File: src/shared/pfm_defines.svh
// Constants for the pin function multiplexer and mode straps.
// Assumes inclusion by bare name from the package and the design files.
`ifndef PFM_DEFINES_SVH
`define PFM_DEFINES_SVH
`define PFM_ADDR_W 14
`define PFM_DATA_W 24
`define PFM_HOST_W 16
`define PFM_UPPER_LSB 8
`define PFM_STRAP_A 0
`define PFM_STRAP_B 1
`define PFM_STRAP_C 2
`define PFM_STRAP_D 3
`define PFM_ZERO_ADDR 14'h0000
`define PFM_ZERO_DATA 24'h000000
`define PFM_ZERO_HOST 16'h0000
`define PFM_HOST_IDLE 4'b1101
`endif

File: src/shared/pfm_pkg.sv
// Types shared by the pin function multiplexer files.
// Assumes pfm_defines.svh is on the include path.
`include "pfm_defines.svh"
package pfm_pkg;
  typedef enum logic {PFM_FULL_MEM, PFM_HOST} pfm_mode_e;
  typedef struct packed {
    logic host_write_enable_n;
    logic host_read_enable_n;
    logic host_address_latch;
    logic host_select_n;
  } pfm_host_ctl_s;
  typedef struct packed {
    logic irq0_sel;
    logic irq1_sel;
    logic flag_in_sel;
    logic flag_out_sel;
  } pfm_sport_cfg_s;
  typedef struct packed {
    logic edge_or_level_irq;
    logic level_irq_1;
    logic level_irq_0;
    logic edge_irq;
  } pfm_irq_s;
endpackage

File: src/rtl/pfm_pin_mux.sv
// Pin function multiplexer with reset-time mode straps.
// Assumes core logic on core_clk drives the internal side; pins are
// split into input, output and output enable (enable low = driving).
`timescale 1ns/1ps
`default_nettype none
module pfm_pin_mux
  import pfm_pkg::*;
(
  // Clock and reset
  input wire logic core_clk,
  input wire logic rst,
  // Strap / programmable flag 0..3 pins
  input wire logic [3:0] strap_flag_in,
  output logic [3:0] strap_flag_out,
  output logic [3:0] strap_flag_oe_n,
  // Core flag control for flags 0..3
  input wire logic [3:0] core_flag_lo_out,
  input wire logic [3:0] core_flag_lo_dir,
  output logic [3:0] core_flag_lo_in,
  // Shared irq / flag 4..7 pins
  input wire logic [3:0] irq_flag_in,
  output logic [3:0] irq_flag_out,
  output logic [3:0] irq_flag_oe_n,
  input wire logic [3:0] core_flag_hi_out,
  input wire logic [3:0] core_flag_hi_dir,
  output logic [3:0] core_flag_hi_in,
  // Interrupt mask and requests to the sequencer
  input wire logic [3:0] interrupt_mask,
  output pfm_irq_s irq_request,
  // Mode status
  output pfm_mode_e mode,
  output logic byte_dma_en,
  output logic host_dma_en,
  output logic [3:0] strap_value,
  // External address and data pins
  output logic [13:0] ext_address_out,
  output logic ext_address_oe_n,
  input wire logic [23:0] ext_data_in,
  output logic [23:0] ext_data_out,
  output logic [23:0] ext_data_oe_n,
  // Core memory interface
  input wire logic [13:0] core_addr,
  input wire logic [23:0] core_wdata,
  input wire logic core_drive_data,
  output logic [23:0] core_rdata,
  // Host port, core side
  input wire logic [15:0] host_rdata,
  input wire logic host_drive,
  input wire logic host_ack,
  output logic [15:0] host_addr_data_bus,
  output pfm_host_ctl_s host_ctl,
  // Open-drain host acknowledge pin
  output logic host_acknowledge_out,
  output logic host_acknowledge_oe_n,
  // Serial port one pins and control
  input wire pfm_sport_cfg_s sport_cfg,
  input wire logic [2:0] sport_pin_in,
  input wire logic sport_core_dt,
  input wire logic serial_flag_out,
  output logic sport_dt_out,
  output logic serial_flag_in,
  output logic [2:0] sport_core_in,
  output logic [1:0] sport_irq
);

  logic [3:0] strap_ff;
  logic rst_seen_ff;
  logic [3:0] strap_sync;
  logic [3:0] irqpin_sync;
  logic [23:0] data_sync;
  logic [2:0] sport_sync;
  // Strap synchroniser is never reset: it must track the pins while
  // reset is held, or the capture below would only ever see zeros.
  wire strap_sync_rst = 1'b0;

  pfm_sync #(.W(4)) u_sync_strap (
    .core_clk(core_clk), .rst(strap_sync_rst), .din(strap_flag_in),
    .dout(strap_sync));
  pfm_sync #(.W(4)) u_sync_irq (
    .core_clk(core_clk), .rst(rst), .din(irq_flag_in),
    .dout(irqpin_sync));
  pfm_sync #(.W(24)) u_sync_data (
    .core_clk(core_clk), .rst(rst), .din(ext_data_in),
    .dout(data_sync));
  pfm_sync #(.W(3)) u_sync_sport (
    .core_clk(core_clk), .rst(rst), .din(sport_pin_in),
    .dout(sport_sync));

  // Straps caught on the first edge after release; raw pins are asynchronous
  // to reset, so the synchronised copy is used. Pins stay input until then.
  always_ff @(posedge core_clk or posedge rst) begin
    if (rst) begin
      rst_seen_ff <= 1'b0;
      strap_ff <= 4'h0;
    end else if (!rst_seen_ff) begin
      rst_seen_ff <= 1'b1;
      strap_ff <= strap_sync;
    end
  end

  wire is_host = strap_ff[`PFM_STRAP_C] & rst_seen_ff;
  wire ack_open_drain = strap_ff[`PFM_STRAP_D];

  // Flags 0..3 only after strap capture
  wire [3:0] nxt_strap_oe_n = rst_seen_ff ? ~core_flag_lo_dir : 4'hf;
  // Flag outputs stay on the pin while the irq sees the pin level
  wire [3:0] irq_level = irqpin_sync;
  // Pins are active low; a low level requests while masked in
  wire [3:0] nxt_irq_req = ~irq_level & interrupt_mask;

  // Full mode: 14 address, 24 data; host: A0 plus upper 16 data
  wire [13:0] nxt_addr = is_host ? {13'h0000, core_addr[0]} : core_addr;
  wire [23:0] full_oe_n = core_drive_data ? `PFM_ZERO_DATA : 24'hffffff;
  wire [7:0] host_lo_oe_n = host_drive ? 8'h00 : 8'hff;
  wire [23:0] nxt_data_oe_n = is_host
    ? {full_oe_n[23:8], host_lo_oe_n} : full_oe_n;
  wire [23:0] nxt_data_out = is_host
    ? {core_wdata[23:8], host_rdata[7:0]} : core_wdata;
  // Host bus bits 15..8 come from core_addr 13..6, bits 7..0 from data pins 7..0
  wire [15:0] nxt_host_bus = {core_addr[13:6], data_sync[7:0]};

  // Host strobes mapped from low data pins, gated in full mode
  wire [3:0] strobe_raw = data_sync[7:4];
  // so a full-mode part never shows a phantom host access
  wire [3:0] nxt_host_ctl = is_host ? strobe_raw : `PFM_HOST_IDLE;

  // Acknowledge: open drain pulls low only; push-pull when strap D clear
  // Open drain idles released, so the board pull-up sets the level
  wire nxt_ack_oe_n = ~is_host ? 1'b1
    : (ack_open_drain ? ~host_ack : 1'b0);
  wire nxt_ack_out = ack_open_drain ? 1'b0 : ~host_ack;

  // Serial port one alternate functions, reselectable at any time
  wire [1:0] nxt_sport_irq = {sport_cfg.irq1_sel & ~sport_sync[1],
                              sport_cfg.irq0_sel & ~sport_sync[0]};
  wire nxt_flag_in = sport_cfg.flag_in_sel & sport_sync[2];
  // Data pin doubles as the output flag when software asks for it
  wire nxt_dt = sport_cfg.flag_out_sel ? serial_flag_out : sport_core_dt;
  wire [2:0] nxt_sport_core = {sport_cfg.flag_in_sel ? 1'b0 : sport_sync[2],
                               sport_cfg.irq1_sel ? 1'b0 : sport_sync[1],
                               sport_cfg.irq0_sel ? 1'b0 : sport_sync[0]};

  // Every top output below comes from a flop; mode and host_dma_en share mode_ff
  logic [3:0] strap_oe_ff, strap_out_ff, lo_in_ff;
  logic [3:0] irq_oe_ff, irq_out_ff, hi_in_ff, irq_req_ff;
  logic [13:0] addr_ff;
  logic addr_oe_ff;
  logic [23:0] dout_ff, doe_ff, rdata_ff;
  logic [15:0] host_bus_ff;
  logic [3:0] host_ctl_ff;
  logic ack_out_ff, ack_oe_ff;
  logic [1:0] sirq_ff;
  logic fin_ff, dt_ff;
  logic [2:0] score_ff;
  logic mode_ff;
  logic byte_dma_ff;

  always_ff @(posedge core_clk or posedge rst) begin
    if (rst) begin
      strap_oe_ff <= 4'hf;
      strap_out_ff <= 4'h0;
      lo_in_ff <= 4'h0;
      irq_oe_ff <= 4'hf;
      irq_out_ff <= 4'h0;
      hi_in_ff <= 4'h0;
      irq_req_ff <= 4'h0;
    end else begin
      strap_oe_ff <= nxt_strap_oe_n;
      strap_out_ff <= core_flag_lo_out;
      lo_in_ff <= rst_seen_ff ? strap_sync : 4'h0;
      irq_oe_ff <= ~core_flag_hi_dir;
      irq_out_ff <= core_flag_hi_out;
      hi_in_ff <= irq_level;
      irq_req_ff <= nxt_irq_req;
    end
  end

  always_ff @(posedge core_clk or posedge rst) begin
    if (rst) begin
      addr_ff <= `PFM_ZERO_ADDR;
      addr_oe_ff <= 1'b1;
      dout_ff <= `PFM_ZERO_DATA;
      doe_ff <= 24'hffffff;
      rdata_ff <= `PFM_ZERO_DATA;
      host_bus_ff <= `PFM_ZERO_HOST;
      host_ctl_ff <= `PFM_HOST_IDLE;
      mode_ff <= 1'b0;
      byte_dma_ff <= 1'b0;
    end else begin
      addr_ff <= nxt_addr;
      addr_oe_ff <= ~rst_seen_ff;
      dout_ff <= nxt_data_out;
      doe_ff <= rst_seen_ff ? nxt_data_oe_n : 24'hffffff;
      rdata_ff <= is_host ? {data_sync[23:8], 8'h00} : data_sync;
      host_bus_ff <= is_host ? nxt_host_bus : `PFM_ZERO_HOST;
      host_ctl_ff <= nxt_host_ctl;
      mode_ff <= is_host;
      // Byte DMA only once pins are live and the part is in full mode
      byte_dma_ff <= rst_seen_ff & ~strap_ff[`PFM_STRAP_C];
    end
  end

  always_ff @(posedge core_clk or posedge rst) begin
    if (rst) begin
      ack_out_ff <= 1'b0;
      ack_oe_ff <= 1'b1;
      sirq_ff <= 2'b00;
      fin_ff <= 1'b0;
      dt_ff <= 1'b0;
      score_ff <= 3'h0;
    end else begin
      ack_out_ff <= nxt_ack_out;
      ack_oe_ff <= nxt_ack_oe_n;
      sirq_ff <= nxt_sport_irq;
      fin_ff <= nxt_flag_in;
      dt_ff <= nxt_dt;
      score_ff <= nxt_sport_core;
    end
  end

  assign strap_flag_oe_n = strap_oe_ff;
  assign strap_flag_out = strap_out_ff;
  assign core_flag_lo_in = lo_in_ff;
  assign irq_flag_oe_n = irq_oe_ff;
  assign irq_flag_out = irq_out_ff;
  assign core_flag_hi_in = hi_in_ff;
  assign irq_request = irq_req_ff;
  assign mode = pfm_mode_e'(mode_ff);
  assign host_dma_en = mode_ff;
  assign byte_dma_en = byte_dma_ff;
  assign strap_value = strap_ff;
  assign ext_address_out = addr_ff;
  assign ext_address_oe_n = addr_oe_ff;
  assign ext_data_out = dout_ff;
  assign ext_data_oe_n = doe_ff;
  assign core_rdata = rdata_ff;
  assign host_addr_data_bus = host_bus_ff;
  assign host_ctl = host_ctl_ff;
  assign host_acknowledge_out = ack_out_ff;
  assign host_acknowledge_oe_n = ack_oe_ff;
  assign sport_irq = sirq_ff;
  assign serial_flag_in = fin_ff;
  assign sport_dt_out = dt_ff;
  assign sport_core_in = score_ff;
endmodule
`default_nettype wire

File: src/rtl/pfm_sync.sv
// Two-flop synchroniser bank for pin inputs.
// Assumes one clock domain and an asynchronous active-high reset.
`timescale 1ns/1ps
`default_nettype none
module pfm_sync #(
  parameter int W = 1
) (
  // Clock and reset
  input wire logic core_clk,
  input wire logic rst,
  // Data
  input wire logic [W-1:0] din,
  output logic [W-1:0] dout
);
  logic [W-1:0] meta_ff;
  logic [W-1:0] sync_ff;
  always_ff @(posedge core_clk or posedge rst) begin
    if (rst) begin
      meta_ff <= '0;
      sync_ff <= '0;
    end else begin
      meta_ff <= din;
      sync_ff <= meta_ff;
    end
  end
  assign dout = sync_ff;
endmodule
`default_nettype wire

File: config.mk
export PLATFORM = sky130hd
export DESIGN_NAME = pfm_pin_mux
export DESIGN_NICKNAME = d
export VERILOG_FILES = /design/src/shared/pfm_pkg.sv /design/src/rtl/pfm_pin_mux.sv /design/src/rtl/pfm_sync.sv
export VERILOG_INCLUDE_DIRS = /design/src /design/src/shared
export SDC_FILE = /design/constraint.sdc
export NUM_CORES = 1
export LEC_CHECK = 0
export BUFFER_PORTS_ARGS = -buffer_cell sky130_fd_sc_hd__buf_2
export CORE_AREA = 2 2 87 173
export CTS_CLUSTER_SIZE = 30
export DETAILED_ROUTE_END_ITERATION = 16
export DIE_AREA = 0 0 89 175
export HOLD_SLACK_MARGIN = 0.06
export PLACE_DENSITY = 0.81
export SKIP_CTS_REPAIR_TIMING = 1
export SYNTH_ARGS = -nofsm -noshare
export SYNTH_HDL_FRONTEND = slang
export SYNTH_SLANG_ARGS = --single-unit
File: constraint.sdc
create_clock -name core_clk -period 6.2 [get_ports core_clk]
set_clock_uncertainty 0.05 [all_clocks]
set_input_delay 0.62 -clock core_clk [delete_from_list [all_inputs] [get_ports core_clk]]
set_output_delay 0.62 -clock core_clk [all_outputs]
set_load 0.005 [all_outputs]
-- Word level (Yosys, flattened, before mapping)
Index checks and enable logic that the tools add are counted.
- output and inout port bits: 151
- memory bits (writable): 0
- memories: 0
- flip-flop bits (word level): 221
- ROM bits: 0
- latch bits: 0
- multipliers: 0
- div/mod/pow operators: 0
- $lt $le $gt $ge: 0
- $add $sub $neg: 0
- shift-type cells: 0
- reductions and logical operators: 0
- equality and inequality tests: 0
- muxes and demuxes: 18
- bitwise logic cells: 14
- operators by type and width (operator ; number):
    $mux W24 ; 2
    $mux W8 ; 4
    $mux W16 ; 1
    $mux W14 ; 1
    $mux W4 ; 3
    $not A4 Y4 ; 3
    $mux W1 ; 7
    $and A1 B1 Y1 ; 5
    $not A1 Y1 ; 5
    $and A4 B4 Y4 ; 1

-- Logic depth before layout (Yosys ltp)
- depth in word-level cells: 3
- depth in mapped cells: 5

-- Modules after synthesis
A second synthesis with hierarchy kept.
- cell total of the unflattened synthesis: 322
- area total of the unflattened synthesis: 5815.6 um^2
- by module, submodules not included (module ; times used ; area each (um^2) ; cells an instance):
    pfm_pin_mux ; 1 ; 4048.9 ; 248
    pfm_sync (u_sync_data) ; 1 ; 1204.9 ; 49
    pfm_sync (u_sync_irq ...) ; 2 ; 203.9 ; 9
    pfm_sync (u_sync_sport) ; 1 ; 153.9 ; 7

-- Least setup slack after synthesis
No wires, ideal clock.
- path type: reg2out
- start point: register ext_data_oe_n[22] (netlist name)
- end point: output ext_data_oe_n[10]
- stages on the path, launching flop included: 2
- arrival: 0.782 ns
- path slack: 4.748 ns
- cells stage by stage: dfstp_2 > buf_4
- RTL lines (what ; RTL line ; RTL):
    end, declared ; pfm_pin_mux.sv:40 ; output logic [23:0] ext_data_oe_n,

-- Worst setup path in the final report
- start point: register strap_ff[2] (netlist: strap_value[2])
- end point: output strap_value[2]
- RTL lines (what ; RTL line ; RTL):
    start, declared ; pfm_pin_mux.sv:66 ; logic [3:0] strap_ff;
    start signal, assigned ; pfm_pin_mux.sv:97 ; strap_ff <= strap_sync;
    end, declared ; pfm_pin_mux.sv:34 ; output logic [3:0] strap_value,
No word-level cell between the ends.

==> flow_summary.ini <==
[outcome]
status = complete, no violations

[clocking]
numCtsBuffers = 17
cts_tree = yes
cts_buffer_depth = 2
clk_pin_slew_ns = 0.07
clkLatencyLatePin_ns = 0.42
clkSinkCount = 198
ctsHtreeMaxLevel = 4
cts-root-buf = clkbuf_16

[finish]
finalInstanceArea_um2 = 7700
final_cell_count_no_fill = 773
fin_nets = 688
post-route-util_pct = 53.9
drive_gt1_share_pct = 55.9
syn_to_final_growth_pct = 33.6
fillers = 1186
diodes = 0

[yosys]
syn_inst = 317
ys_seq_elements = 198
synth.avg_cell_area_um2 = 18.2
seq_area_frac_synth_pct = 85.6
synth_cell_types = 20
ys_warn_count = 0
syn-cell-area_um2 = 5760
synth_fp_nets = 437

[route]
wl_um = 11800
firstDrtPassIters = 4
wl_met3_um = 645
drt_iter0_drc = 82
route.detailed.drc = 0
wl_per_cell_um = 15.3
vias = 3214
postRouteAntennaNets = 0
wl_met2_um = 6650
wl_met1_um = 4100
drt-vias-per-instance = 4.16
dr.max_layer_used = met4

[power]
p_sw_share_pct = 23.0
pwr-share-comb_pct = 6.3
power_mw = 2.62
p_sw_uw = 603
p_seq_share_pct = 53.1
clkPwrFrac_pct = 40.7
worst_ir_drop_vdd_uv = 233
cellLeakagePower_nw = 4.02
powerDensity_nw_per_um2 = 341
power.internal_mw = 2.02

[grt]
grt_start_max_net_pins = 112
antenna_found_initial = 0
gr-usage-all-layers_pct = 16.0
grt_pass1_vias = 3582
grt_pass1_wl_um = 18300
overflow = 0

[critical_path]
worstSetupPathType = register to primary output
rr_startpoint = strap_value[2]$_DFFE_PP0N_
critical_path.slowest_cell = dfrtp_1
critPathLaunchType = register
startpoint = strap_value[2]$_DFFE_PP0N_
cp_top_family = flip-flops
cp.required_ns = 5.53
cp-endpoint = strap_value[2]
r2r_cells = 2
timing.critical_path.buf_inv = 1
cp_cell_sequence = buf_2
crit_arrival_ns = 1.42
critPathMaxFanout = 20
reg2reg_slack_ns = 4.51
timing.rr.end = ext_data_out[2]$_DFF_PP0_
path_depth = 1
critPathMaxStageDelay_ns = 0.77
worst_setup_path_end_kind = primary output

[hold_path]
hp-class = input port to register
min_delay_path_depth = 1

[place]
dp_slack_ns = 3.84
port-buffer-count = 262
place_hpwl_um = 8590
dpl.cell_count = 741
placed_area_um2 = 7110
place.gp.congestion = 0.799

[timing]
rsz0062_at_grt = false
post-route-period-util_pct = 33.8
worstMarginPinSlew_ns = 0.928
max_slew_margin_pct = 38.1
fin_ws_ns = 4.11
finalHoldViolCount = 0
fin_crit_ns = 2.09
slew_violations = 0
fmax_mhz = 477
fin_setup_tns_ns = 0
setup_violations = 0
holdWs_ns = 0.246

[floorplanning]
io_pins = 271
die_area_um2 = 15600
start_util_pct = 40.4
rows = 62
die_x_um = 89
die_h_um = 175
core_area_um2 = 14300

[flow_run]
drv_cap = 0
-- synthesized netlist by cell type --
master,count,area share [%]
mux2_4,8,2.1
nor2_1,2,0.13
a21o_1,1,0.13
dfrtp_1,175,76
and2_1,26,2.8
conb_1,1,0.065
nor2b_1,9,0.98
buf_4,24,3.1
dfxtp_1,8,2.8
o21ai_0,1,0.087
nand2b_1,3,0.33
dfstp_2,15,6.8
mux2_2,5,0.98
nand2_4,1,0.20
buf_2,1,0.087
clkbuf_1,5,0.33
and3_1,16,1.7
inv_1,8,0.52
buf_6,2,0.39
nand2_1,6,0.39
-- metal layers --
| metal | track usage (%) | vias to the layer above |
|---|---|---|
| li1 | - | 1462 |
| met1 | 17.2 | 1581 |
| met2 | 27.6 | 143 |
| met3 | 4.72 | 28 |
| met4 | 8.08 | 0 |
| met5 | 0 | - |
-- layout by cell type (no fill, tap or decap) --
| cell | n |
|---|---|
| a21o_1 | 1 |
| and2_1 | 26 |
| and3_1 | 16 |
| buf_2 | 262 |
| buf_4 | 2 |
| bufinv_16 | 1 |
| clkbuf_1 | 1 |
| clkbuf_16 | 17 |
| clkinv_2 | 1 |
| clkinv_4 | 2 |
| clkinv_8 | 2 |
| clkinvlp_4 | 1 |
| conb_1 | 1 |
| dfrtp_1 | 175 |
| dfstp_2 | 15 |
| dfxtp_1 | 8 |
| inv_1 | 7 |
| inv_6 | 5 |
| inv_8 | 3 |
| mux2_2 | 5 |
| mux2_4 | 8 |
| nand2_1 | 6 |
| nand2_4 | 1 |
| nand2b_1 | 3 |
| nor2_1 | 2 |
| nor2b_1 | 9 |
| o21ai_0 | 1 |
-- flip-flops by register name, indices dropped and copies added (netlist names), 14 cells and up --
register / cells
core_rdata: 24
ext_address_out: 14
ext_data_out: 24
host_addr_data_bus: 15
u_sync_data.dout: 24
u_sync_data.meta_ff: 24
-- power by group through the flow --
stage / sequential (mW) / combinational, mW / clock (mW)
after floorplan: 1.42 / 0.0682 / 0
after global routing: 1.40 / 0.186 / 1.15
after global placement: 1.41 / 0.162 / 0
final: 1.39 / 0.165 / 1.07
after CTS: 1.39 / 0.170 / 1.10
after detailed placement: 1.42 / 0.169 / 0
-- layout make-up --
class | instances | area [um^2] | area share, %
inverter | 8 | 37.5 | 0.488
timing repair buffer | 264 | 1330 | 17.2
multi-input combinational | 79 | 572 | 7.43
clock inverter | 14 | 159 | 2.06
sequential | 198 | 4930 | 64.1
tap | 192 | 240 | 3.12
clock buffer | 18 | 429 | 5.58
-- cell families (layout without fill, tap and decap cells) --
| group | after synthesis | in the layout | synth area share, % |
|---|---|---|---|
| compound gates | 2 | 2 | 0.217 |
| buf+inv | 40 | 304 | 4.45 |
| flops | 198 | 198 | 85.6 |
| mux | 13 | 13 | 3.06 |
| other cells | 1 | 1 | 0.0651 |
| simple gates | 63 | 63 | 6.58 |
-- worst min-delay path by stage --
stage                                                   to                             from
final                     u_sync_data.meta_ff[1]$_DFF_PP0_                   ext_data_in[1]
after global routing            ext_data_out[19]$_DFF_PP0_                   core_wdata[19]
after CTS                 u_sync_data.meta_ff[1]$_DFF_PP0_                   ext_data_in[1]
after detailed placement      u_sync_strap.dout[0]$_DFF_P_  u_sync_strap.meta_ff[0]$_DFF_P_
after global placement        u_sync_strap.dout[3]$_DFF_P_  u_sync_strap.meta_ff[3]$_DFF_P_
after floorplan               u_sync_strap.dout[0]$_DFF_P_  u_sync_strap.meta_ff[0]$_DFF_P_
Power figures use the tool's default switching activity.
